### src/conv_pkg.sv
package conv_pkg;
    // ------------------------------------------------------------
    // Register map (byte addresses on the bus)
    // ------------------------------------------------------------
    localparam logic [7:0] addr_status_control = 8'h00;
    localparam logic [7:0] addr_result = 8'h04;
    localparam logic [7:0] addr_clock_divider = 8'h08;
    localparam logic [7:0] addr_irq_status = 8'h0C;
    localparam logic [7:0] addr_irq_mask = 8'h10;
    localparam logic [7:0] addr_stop_control = 8'h14;

    // ------------------------------------------------------------
    // Field layout of the status/control and clock divider registers
    // ------------------------------------------------------------
    localparam int unsigned done_bit = 7;
    localparam int unsigned irq_en_bit = 6;
    localparam int unsigned cont_bit = 5;
    localparam int unsigned chan_lsb = 0;
    localparam int unsigned chan_w = 5;
    localparam int unsigned div_lsb = 5;
    localparam int unsigned div_w = 3;

    // ------------------------------------------------------------
    // Channel codes and reset values
    // ------------------------------------------------------------
    localparam logic [4:0] chan_in0 = 5'h00;
    localparam logic [4:0] chan_in1 = 5'h01;
    localparam logic [4:0] chan_in2 = 5'h02;
    localparam logic [4:0] chan_in3 = 5'h03;
    localparam logic [4:0] chan_reserved = 5'h1B;
    localparam logic [4:0] chan_supply = 5'h1D;
    localparam logic [4:0] chan_ground = 5'h1E;
    localparam logic [4:0] chan_power_off = 5'h1F;
    localparam logic [2:0] div_reset = 3'h0;

    // ------------------------------------------------------------
    // Conversion timing in converter clock cycles
    // ------------------------------------------------------------
    localparam logic [4:0] conv_cycles = 5'h10;
    localparam logic [4:0] conv_cycles_max = 5'h11;
    localparam logic [3:0] prescale_max = 4'hF;

    // Status bits of the interrupt registers
    localparam int unsigned ev_done = 0;
    localparam int unsigned ev_abort = 1;
    localparam int unsigned ev_w = 2;

    typedef enum logic [1:0] {st_idle, st_wait_edge, st_convert} conv_state_t;
endpackage

### src/conv_tick_if.sv
`timescale 1ns/1ps
interface conv_tick_if;
    logic [2:0] prescale_sel;
    logic restart;
    logic tick;
    modport gen (input prescale_sel, input restart, output tick);
    modport use_side (output prescale_sel, output restart, input tick);
endinterface

### src/conv_clock_gen.sv
`timescale 1ns/1ps
module conv_clock_gen
    import conv_pkg::*;
(
    // Clock and reset
    input wire logic mclk,
    input wire logic rst,
    // Tick channel
    conv_tick_if.gen tk
);
    logic [3:0] cnt_q;
    logic [3:0] cnt_d;
    logic [3:0] limit;
    logic tick_q;

    // Division ratio from the prescale code; top bit set gives 16
    function automatic logic [3:0] div_limit(input logic [2:0] sel);
        case (sel)
            3'h0: div_limit = 4'h0;
            3'h1: div_limit = 4'h1;
            3'h2: div_limit = 4'h3;
            3'h3: div_limit = 4'h7;
            default: div_limit = prescale_max;
        endcase
    endfunction

    assign limit = div_limit(tk.prescale_sel);
    assign cnt_d = (tk.restart || cnt_q >= limit) ? 4'h0 : cnt_q + 4'h1;
    assign tk.tick = tick_q;

    // Divider counter; tick marks each converter clock rising edge
    always_ff @(posedge mclk) begin
        if (rst) begin
            cnt_q <= 4'h0;
            tick_q <= 1'b0;
        end else begin
            cnt_q <= cnt_d;
            tick_q <= !tk.restart && (cnt_q >= limit);
        end
    end
endmodule

### src/conv_control.sv
`timescale 1ns/1ps
// Overview of operation
// - Done flag set per conversion, cleared by result read
// - Interrupt mode: done flag never set, reads zero
// - Interrupt request at end, dropped by read/write
// - Continuous bit repeats conversions, else exactly one
// - Codes zero to three pick input pins
// - All ones powers converter off; reset value
// - Internal supply and ground reference codes
// - Eight-bit result register loaded each conversion
// - Three-bit prescaler divides by 1 to 16
// - Conversion lasts at most 17 converter cycles
// - Sixteen cycles, start after status/control write
// - Continuous results overwrite unread previous results
// - Stop aborts conversion; continuous mode resumes after stop exit unless the channel code is all ones
module conv_control
    import conv_pkg::*;
(
    // Clock and reset
    input wire logic mclk,
    input wire logic rst,
    // APB slave
    input wire logic psel,
    input wire logic penable,
    input wire logic pwrite,
    input wire logic [7:0] paddr,
    input wire logic [31:0] pwdata,
    output logic [31:0] prdata,
    output logic pready,
    output logic pslverr,
    // Converter core
    input wire logic [7:0] sample_value,
    output logic [3:0] pin_select,
    output logic supply_ref_sel,
    output logic ground_ref_sel,
    output logic core_power_on,
    output logic sample_hold,
    // Low-power control
    input wire logic stop_mode,
    // Interrupts
    output logic conv_irq,
    output logic irq
);
    // ------------------------------------------------------------
    // Registers
    // ------------------------------------------------------------
    logic done_q;
    logic irq_en_q;
    logic cont_q;
    logic [4:0] chan_q;
    logic [2:0] div_q;
    logic [7:0] result_q;
    logic conv_irq_q;
    logic [ev_w-1:0] ev_stat_q;
    logic [ev_w-1:0] ev_mask_q;
    logic sw_stop_q;
    logic [4:0] cycle_q;
    logic [4:0] cycle_d;
    conv_state_t state_q;
    conv_state_t state_d;
    logic [31:0] prdata_q;
    logic pready_q;
    logic pslverr_q;
    logic [3:0] pin_q;
    logic sup_q;
    logic gnd_q;
    logic pwr_q;
    logic hold_q;
    logic irq_q;

    conv_tick_if tk();

    conv_clock_gen u_clk (
        .mclk(mclk),
        .rst(rst),
        .tk(tk)
    );

    // ------------------------------------------------------------
    // Bus decode
    // ------------------------------------------------------------
    wire setup = psel && !penable;
    wire access = psel && penable && pready_q;
    wire wr = access && pwrite;
    wire rd = access && !pwrite;
    wire hit_sc = paddr == addr_status_control;
    wire hit_res = paddr == addr_result;
    wire hit_div = paddr == addr_clock_divider;
    wire hit_ist = paddr == addr_irq_status;
    wire hit_msk = paddr == addr_irq_mask;
    wire hit_stp = paddr == addr_stop_control;
    wire mapped = hit_sc | hit_res | hit_div | hit_ist | hit_msk | hit_stp;
    wire sc_write = wr && hit_sc;
    wire res_read = rd && hit_res;
    wire ist_read = rd && hit_ist;
    wire stopped = stop_mode || sw_stop_q;
    wire powered = chan_q != chan_power_off;

    // ------------------------------------------------------------
    // Conversion sequencer
    // ------------------------------------------------------------
    wire last_cycle = tk.tick && (cycle_q == conv_cycles - 5'h01);
    wire conv_end = (state_q == st_convert) && last_cycle && !stopped && !sc_write;
    wire abort_ev = (state_q != st_idle) && stopped;

    // Next state of the sequencer
    always_comb begin
        state_d = state_q;
        cycle_d = cycle_q;
        case (state_q)
            st_idle: begin
                if (sc_write && !stopped) begin
                    state_d = st_wait_edge;
                end
            end
            st_wait_edge: begin
                if (stopped) begin
                    state_d = st_idle;
                end else if (tk.tick) begin
                    state_d = st_convert;
                    cycle_d = 5'h00;
                end
            end
            st_convert: begin
                if (stopped) begin
                    state_d = st_idle;
                end else if (sc_write) begin
                    state_d = st_wait_edge;
                end else if (tk.tick) begin
                    cycle_d = cycle_q + 5'h01;
                    if (last_cycle) begin
                        cycle_d = 5'h00;
                        state_d = cont_q ? st_convert : st_idle;
                    end
                end
            end
            default: begin
                state_d = st_idle;
            end
        endcase
    end

    // Prescale select and divider restart
    assign tk.prescale_sel = div_q;
    assign tk.restart = (state_q == st_idle) || stopped;

    // Resume point after stop: restart continuous conversions on exit unless the channel code is power-off
    logic resume_q;
    wire resume = resume_q && !stopped && cont_q && powered;

    always_ff @(posedge mclk) begin
        if (rst) begin
            state_q <= st_idle;
            cycle_q <= 5'h00;
            resume_q <= 1'b0;
        end else begin
            state_q <= resume ? st_wait_edge : state_d;
            cycle_q <= cycle_d;
            resume_q <= stopped ? (resume_q || abort_ev) : 1'b0;
        end
    end

    // ------------------------------------------------------------
    // Control, result and flag registers
    // ------------------------------------------------------------
    always_ff @(posedge mclk) begin
        if (rst) begin
            irq_en_q <= 1'b0;
            cont_q <= 1'b0;
            chan_q <= chan_power_off;
            div_q <= div_reset;
            sw_stop_q <= 1'b0;
            ev_mask_q <= '0;
        end else if (wr) begin
            if (hit_sc) begin
                irq_en_q <= pwdata[irq_en_bit];
                cont_q <= pwdata[cont_bit];
                chan_q <= pwdata[chan_lsb +: chan_w];
            end
            if (hit_div) begin
                div_q <= pwdata[div_lsb +: div_w];
            end
            if (hit_msk) begin
                ev_mask_q <= pwdata[ev_w-1:0];
            end
            if (hit_stp) begin
                sw_stop_q <= pwdata[0];
            end
        end
    end

    // Result and completion indications; a set beats a clear
    always_ff @(posedge mclk) begin
        if (rst) begin
            result_q <= 8'h00;
            done_q <= 1'b0;
            conv_irq_q <= 1'b0;
            ev_stat_q <= '0;
        end else begin
            if (conv_end) begin
                result_q <= sample_value;
            end
            if (conv_end && !irq_en_q) begin
                done_q <= 1'b1;
            end else if (res_read || irq_en_q) begin
                done_q <= 1'b0;
            end
            if (conv_end && irq_en_q) begin
                conv_irq_q <= 1'b1;
            end else if (res_read || sc_write || !irq_en_q) begin
                conv_irq_q <= 1'b0;
            end
            ev_stat_q[ev_done] <= conv_end || (ev_stat_q[ev_done] && !ist_read);
            ev_stat_q[ev_abort] <= abort_ev || (ev_stat_q[ev_abort] && !ist_read);
        end
    end

    // ------------------------------------------------------------
    // Read data mux
    // ------------------------------------------------------------
    wire [7:0] sc_view = {done_q && !irq_en_q, irq_en_q, cont_q, chan_q};
    wire [31:0] rd_mux = hit_sc ? {24'h000000, sc_view} :
                         hit_res ? {24'h000000, result_q} :
                         hit_div ? {24'h000000, div_q, 5'h00} :
                         hit_ist ? {30'h00000000, ev_stat_q} :
                         hit_msk ? {30'h00000000, ev_mask_q} :
                         hit_stp ? {31'h00000000, sw_stop_q} : 32'h00000000;

    // No wait states: pready rises in the first access cycle
    always_ff @(posedge mclk) begin
        if (rst) begin
            pready_q <= 1'b0;
            prdata_q <= 32'h00000000;
            pslverr_q <= 1'b0;
        end else begin
            pready_q <= setup;
            prdata_q <= (setup && !pwrite) ? rd_mux : prdata_q;
            pslverr_q <= setup && !mapped;
        end
    end

    // ------------------------------------------------------------
    // Core controls and interrupt output
    // ------------------------------------------------------------
    always_ff @(posedge mclk) begin
        if (rst) begin
            pin_q <= 4'h0;
            sup_q <= 1'b0;
            gnd_q <= 1'b0;
            pwr_q <= 1'b0;
            hold_q <= 1'b0;
            irq_q <= 1'b0;
        end else begin
            pin_q[0] <= chan_q == chan_in0;
            pin_q[1] <= chan_q == chan_in1;
            pin_q[2] <= chan_q == chan_in2;
            pin_q[3] <= chan_q == chan_in3;
            sup_q <= chan_q == chan_supply;
            gnd_q <= chan_q == chan_ground;
            pwr_q <= powered && !stopped;
            hold_q <= state_d == st_convert;
            irq_q <= |(ev_stat_q & ev_mask_q);
        end
    end

    assign prdata = prdata_q;
    assign pready = pready_q;
    assign pslverr = pslverr_q;
    assign pin_select = pin_q;
    assign supply_ref_sel = sup_q;
    assign ground_ref_sel = gnd_q;
    assign core_power_on = pwr_q;
    assign sample_hold = hold_q;
    assign conv_irq = conv_irq_q;
    assign irq = irq_q;
endmodule

### config.mk
export PLATFORM = sky130hd
export DESIGN_NAME = conv_control
export DESIGN_NICKNAME = d
export VERILOG_FILES = /design/src/conv_pkg.sv /design/src/conv_tick_if.sv /design/src/conv_clock_gen.sv /design/src/conv_control.sv
export SDC_FILE = /design/constraint.sdc
export NUM_CORES = 1
export LEC_CHECK = 0
export BUFFER_PORTS_ARGS = -buffer_cell sky130_fd_sc_hd__buf_2
export CAP_MARGIN = 20
export CORE_MARGIN = 1
export CORE_UTILIZATION = 55
export CTS_BUF_LIST = sky130_fd_sc_hd__clkbuf_2
export CTS_CLUSTER_DIAMETER = 100
export DETAILED_ROUTE_END_ITERATION = 7
export PLACE_DENSITY = 0.88
export SYNTH_ARGS = -nofsm -noshare
export SYNTH_HDL_FRONTEND = slang
export SYNTH_HIERARCHICAL = 1
export SYNTH_SLANG_ARGS = --single-unit
### constraint.sdc
create_clock -name mclk -period 5.1 [get_ports mclk]
set_input_delay 0.255 -clock mclk [delete_from_list [all_inputs] [get_ports mclk]]
set_output_delay 0.255 -clock mclk [all_outputs]
set_load 0.03 [all_outputs]
# ---- Word-level counts from Yosys, hierarchy flattened
# Index checks and enable logic that the tools add are counted.
dict set report word_totals {
  reg_bits 81
  input_bits 54
  elab_cells 146
  out_inout_bits 44
}
dict set report op_classes {
  reduce_logical 60
  order_cmp 1
  n_addsub 2
  n_eq_ne 23
  n_mux 28
  n_bitwise 7
}
# op count
set ops {}
lappend ops {{$mux W5} 6}
lappend ops {{$logic_and A1 B1 Y1} 26}
lappend ops {{$mux W8} 3}
lappend ops {{$mux W2} 10}
lappend ops {{$eq A8 B4 Y1 const B} 2}
lappend ops {{$eq A8 B5 Y1 const B} 2}
lappend ops {{$pmux W4 S4} 1}
lappend ops {{$eq A5 B2 Y1 const B} 2}
lappend ops {{$eq A5 B5 Y1 const B} 2}
lappend ops {{$pmux W5 S2} 1}
lappend ops {{$logic_or A1 B1 Y1} 9}
lappend ops {{$eq A8 B3 Y1 const B} 1}
lappend ops {{$logic_not A1 Y1} 8}
lappend ops {{$logic_not A8 Y1} 1}
lappend ops {{$reduce_and A2 Y1} 4}
lappend ops {{$reduce_bool A2 Y1} 4}
lappend ops {{$reduce_or A2 Y1} 4}
lappend ops {{$eq A3 B2 Y1 const B} 2}
lappend ops {{$mux W1} 6}
lappend ops {{$ne A2 B2 Y1 const B} 3}
lappend ops {{$pmux W2 S3} 1}
lappend ops {{$reduce_and A6 Y1} 1}
lappend ops {{$add A5 B1 Y5 const B} 1}
lappend ops {{$eq A5 B1 Y1 const B} 1}
lappend ops {{other kinds (14)} 20}

# ---- Depth between registers and ports, before layout
dict set report depth {
  depth_word 8
  depth_mapped 7
}

# ---- Modules after synthesis
# Netlist, hierarchy kept.
# mod instances area_per_inst_um2 seq_area_each_um2 cells_per_inst
set by_module_without_submodules {}
lappend by_module_without_submodules {conv_control 1 2437.3 1041.0 281}
lappend by_module_without_submodules {conv_clock_gen 1 282.8 100.1 27}

# ---- Worst setup path after synthesis
# Ideal clock, no wire load.
dict set report synth_path {
  kind {register to register}
  startpoint {register cycle_q[0]}
  endpoint {register result_q[0]}
  setup_slack_ns 3.173
  stages_incl_launch_ff 8
  synth_period_minus_slack_ns 1.927
  arrival_time_ns 1.799
  setup_ns 0.128
  path_cell_list {dfxtp_1 > ha_1 > nand3_1 > or3b_2 > a211oi_1 > buf_6 > mux2i_1 > nor2_1}
}
dict set report synth_via {
  elab_chain_len 5
}
# element line_no
set synth_rtl {}
lappend synth_rtl {{start: declaration} conv_control.sv:57} ;# logic [4:0] cycle_q;
lappend synth_rtl {{start signal: assignment} conv_control.sv:158} ;# cycle_q <= cycle_d;
lappend synth_rtl {{$eq A5 B4 Y1} conv_control.sv:102} ;# wire last_cycle = tk.tick && (cycle_q == conv_cycles - 5'h01);
lappend synth_rtl {{$logic_and A1 B1 Y1} conv_control.sv:102}
lappend synth_rtl {{$logic_and A1 B1 Y1 (3 in a row)} conv_control.sv:103} ;# wire conv_end = (state_q == st_convert) && last_cycle && !stopped && !sc_write;
lappend synth_rtl {{end signal: assignment} conv_control.sv:201} ;# result_q <= sample_value;
lappend synth_rtl {{end: declaration} conv_control.sv:52} ;# logic [7:0] result_q;
# No other way between the ends.
# A chain may end at the register's enable or synchronous reset.

# ---- Final worst setup path
dict set report layout_path {
  startpoint {register cycle_q[0]}
  endpoint {register result_q[6]}
}
# The elaborated chain is that of the path after synthesis.

==> impl_metrics.toml <==
[finish]
layout.cells.non_filler = 439
flow.area_growth_from_synthesis_pct = 14.4
multi_input_area_mm2 = 0.00141
final_common_cell = "dfxtp_1"
nets = 429
seqCellArea_mm2 = 0.00114
fin_util_pct = 65.4
n_antenna_cell = 0
drive_above_1_share_pct = 20.7
fillers = 411
layout_common_cells = "57 x dfxtp_1, 49 x buf_2, 36 x nand2_1, 31 x nor2_1, 24 x conb_1"
final_area_mm2 = 0.00311

[drt]
drt_wl_total_um = 5650
routedWlPerCell_um = 12.9
drtAntennaViolNets = 0
dr.pass1.iters = 4
via_per_inst = 5.18
num_vias = 2275
drc = 0
drt_iter0_drc = 59

[sta]
setup_tns_ns = 0
clock_skew_ns = 0.0243
max_freq_ghz = 0.383
rsz0062_at_grt = "no"
min_period_ns = 2.61
setup_viol = 0
drv_slew = 0
worstMarginPinSlew_ns = 1.09
finalHoldViolCount = 0
slew_headroom_pct = 27.1
fin_crit_sh_pct = 51.2

[synthesis]
ys.flop_type = "dfxtp_1"
synth_compound_area_share_pct = 11.0
synth-xor-area-share_pct = 0.644
yosys-top-cells-area = "dfxtp_1 42%, buf_4 6.9%, mux2i_1 5.9%, nand2_1 5.0%, nor2_1 4.3%"
synth_top_area_share_pct = 42.0
netlist_area_mm2 = 0.00272
yosys_warnings = 6
syn_inst = 308
muxShareOfSynthArea_pct = 7.13
post-synth-top-area-cell = "dfxtp_1"
synth_cell_types = 52
synthSimpleGateAreaFrac_pct = 26.8
synth_edf_count = 0
synth.avg_cell_area_um2 = 8.83
async_reset_ff_share_pct = 0
synthAdderAreaFrac_pct = 2.76
synth-seq-cells = 57
synth_top_family_by_area = "simple AND/OR/NAND/NOR gates"
yosysSeqAreaShare_pct = 42.0

[worst_setup_path]
cp-start-kind = "register"
cp.arrival_ns = 2.94
crit_chain = "ha_1 -> nand3_1 -> or3b_2 -> a211oi_2 -> mux2i_1 -> nor2_1"
path_max_fanout = 11
critical_path_class = "register to register"
cpMaxStageDelayCell = "a211oi_2"
slowest_delay_ns = 0.92
crit_path_end_kind = "register"
required_ns = 5.43

[die]
initial_core_util_pct = 57.2
die_x_um = 72.3
die-area_mm2 = 0.00523
num_rows = 25
pin_count = 98
core_mm2 = 0.00475
die_y_um = 72.3

[clock_tree]
cts_inserted_buffers = 9
clock-sinks = 57
cts_setup_buffers = 0
clk_latency_ns = 0.49
htreeDepth = 3
cts_buffer_depth = 2
root_buffer = "clkbuf_2"
cts_tree = "yes"
cts.clk_slew.worst_paths_ns = 0.13

[global_routing]
grt_pass1_vias = 2129
grt_pass1_wl_um = 9050
grt_max_degree = 56
overflow = 0
grt_antenna_before_repair = 0
track_usage_pct = 23.0

[placement]
portBuffers = 49
dpl.cell_count = 411
gp_congestion = 0.799
postPlaceCellArea_mm2 = 0.00290
place_hpwl_um = 3870

[power]
finalPower_mw = 0.730
ir_drop_uv = 143
p_leak_nw = 1.27
p_per_area_mw_per_mm2 = 235

[run]
max_cap_viol_count = 0

[status]
status = "completed"

[worst_hold_path]
hold_class = "input port to register"
-- metrics by stage --
| step | worst slack (ns) | hold slack (ns) |
|---|---|---|
| finish | 2.49 | 0.0272 |
| CTS | 2.47 | 0.00157 |
| floorplan | 3.17 | 0.328 |
| global route | 2.32 | 0.000184 |
| detailed placement | 2.51 | 0.442 |
| global placement | 2.55 | 0.432 |
-- power breakdown --
| group | leakage [nW] | internal (mW) | total, mW | switching (mW) |
|---|---|---|---|---|
| sequential | 0.460 | 0.447 | 0.447 | 0.000688 |
| combinational | 0.761 | 0.0225 | 0.0735 | 0.0509 |
| clock | 0.0530 | 0.0623 | 0.209 | 0.147 |
| total | 1.27 | 0.532 | 0.730 | 0.198 |
-- timing repair --
action	in CTS	in global routing
hold buffers	14	0
endpoints found under the hold margin	14	0
resized for setup	0	0
-- critical path, delay by kind of cell, from the launching register on --
family / cells / cell delay [ns]
simple gates: 3 / 0.69
flops: 1 / 0.40
mux: 1 / 0.27
fa+ha+maj: 1 / 0.18
compound gates: 1 / 0.92
-- sequential cells by signal, summed over array words and instances (netlist names), 2 cells and up --
signal       count
chan_q           5
cycle_q          5
div_q            3
ev_mask_q        2
ev_stat_q        2
pin_select       4
prdata           8
result_q         8
state_q          2
u_clk/cnt_q      4
-- synth_stat cells (all sizes together), types with 2 or more instances --
| library cell | count |
|---|---|
| nand4 | 2 |
| o211ai | 2 |
| nand3 | 15 |
| a211oi | 3 |
| ha | 6 |
| nor3 | 9 |
| a21oi | 22 |
| or3 | 3 |
| nor4b | 3 |
| clkbuf | 8 |
| buf | 28 |
| nand2 | 36 |
| o21ai | 6 |
| dfxtp | 57 |
| nand3b | 9 |
| inv | 6 |
| nor2b | 4 |
| mux2i | 16 |
| nor3b | 4 |
| mux2 | 3 |
| nor2 | 31 |
| o22ai | 2 |
| o32ai | 2 |
| and2 | 3 |
| nand2b | 6 |
| or4 | 2 |
| nor4 | 5 |
-- metal layers --
| layer | part of all wire, % | wire (um) | track usage, % | vias to the layer above |
|---|---|---|---|---|
| li1 | - | - | - | 1154 |
| met2 | 48 | 2740 | 38.2 | 75 |
| met1 | 44 | 2470 | 26.0 | 1036 |
| met5 | 0 | 0 | 0 | - |
| met3 | 6.2 | 353 | 9.86 | 10 |
| met4 | 1.6 | 89 | 9.37 | 0 |
-- cell families (layout without fill, tap and decap cells) --
family | after synthesis | count (layout)
and+or+nand+nor | 136 | 136
DFF | 57 | 57
AOI/OAI and AO/OA | 45 | 45
buffers and inverters | 42 | 83
muxes | 19 | 19
adders and majority gates | 6 | 6
xor gates and xnor gates | 2 | 2
other | 1 | 24
-- area by class of cell --
cell class	instances	share of cell area [%]
multi-input cells	232	45.3
flip-flops and latches	57	36.7
repair buffers	63	12.4
well taps	67	2.70
clock buffers	12	1.93
inverters	6	0.724
clock inverters	2	0.241
-- path summary, 6_finish.rpt --
kind,startpoint,end,slack [ns],cells after the start
worst max-delay path,cycle_q[0],result_q[6],2.49,6
worst min-delay path,sample_value[0],result_q[0],0.03,3
worst max register to register,cycle_q[0],result_q[6],2.49,6
worst min register to register,prdata[6],prdata[6],0.46,2
No activity file was read; power rests on OpenSTA's default activity.
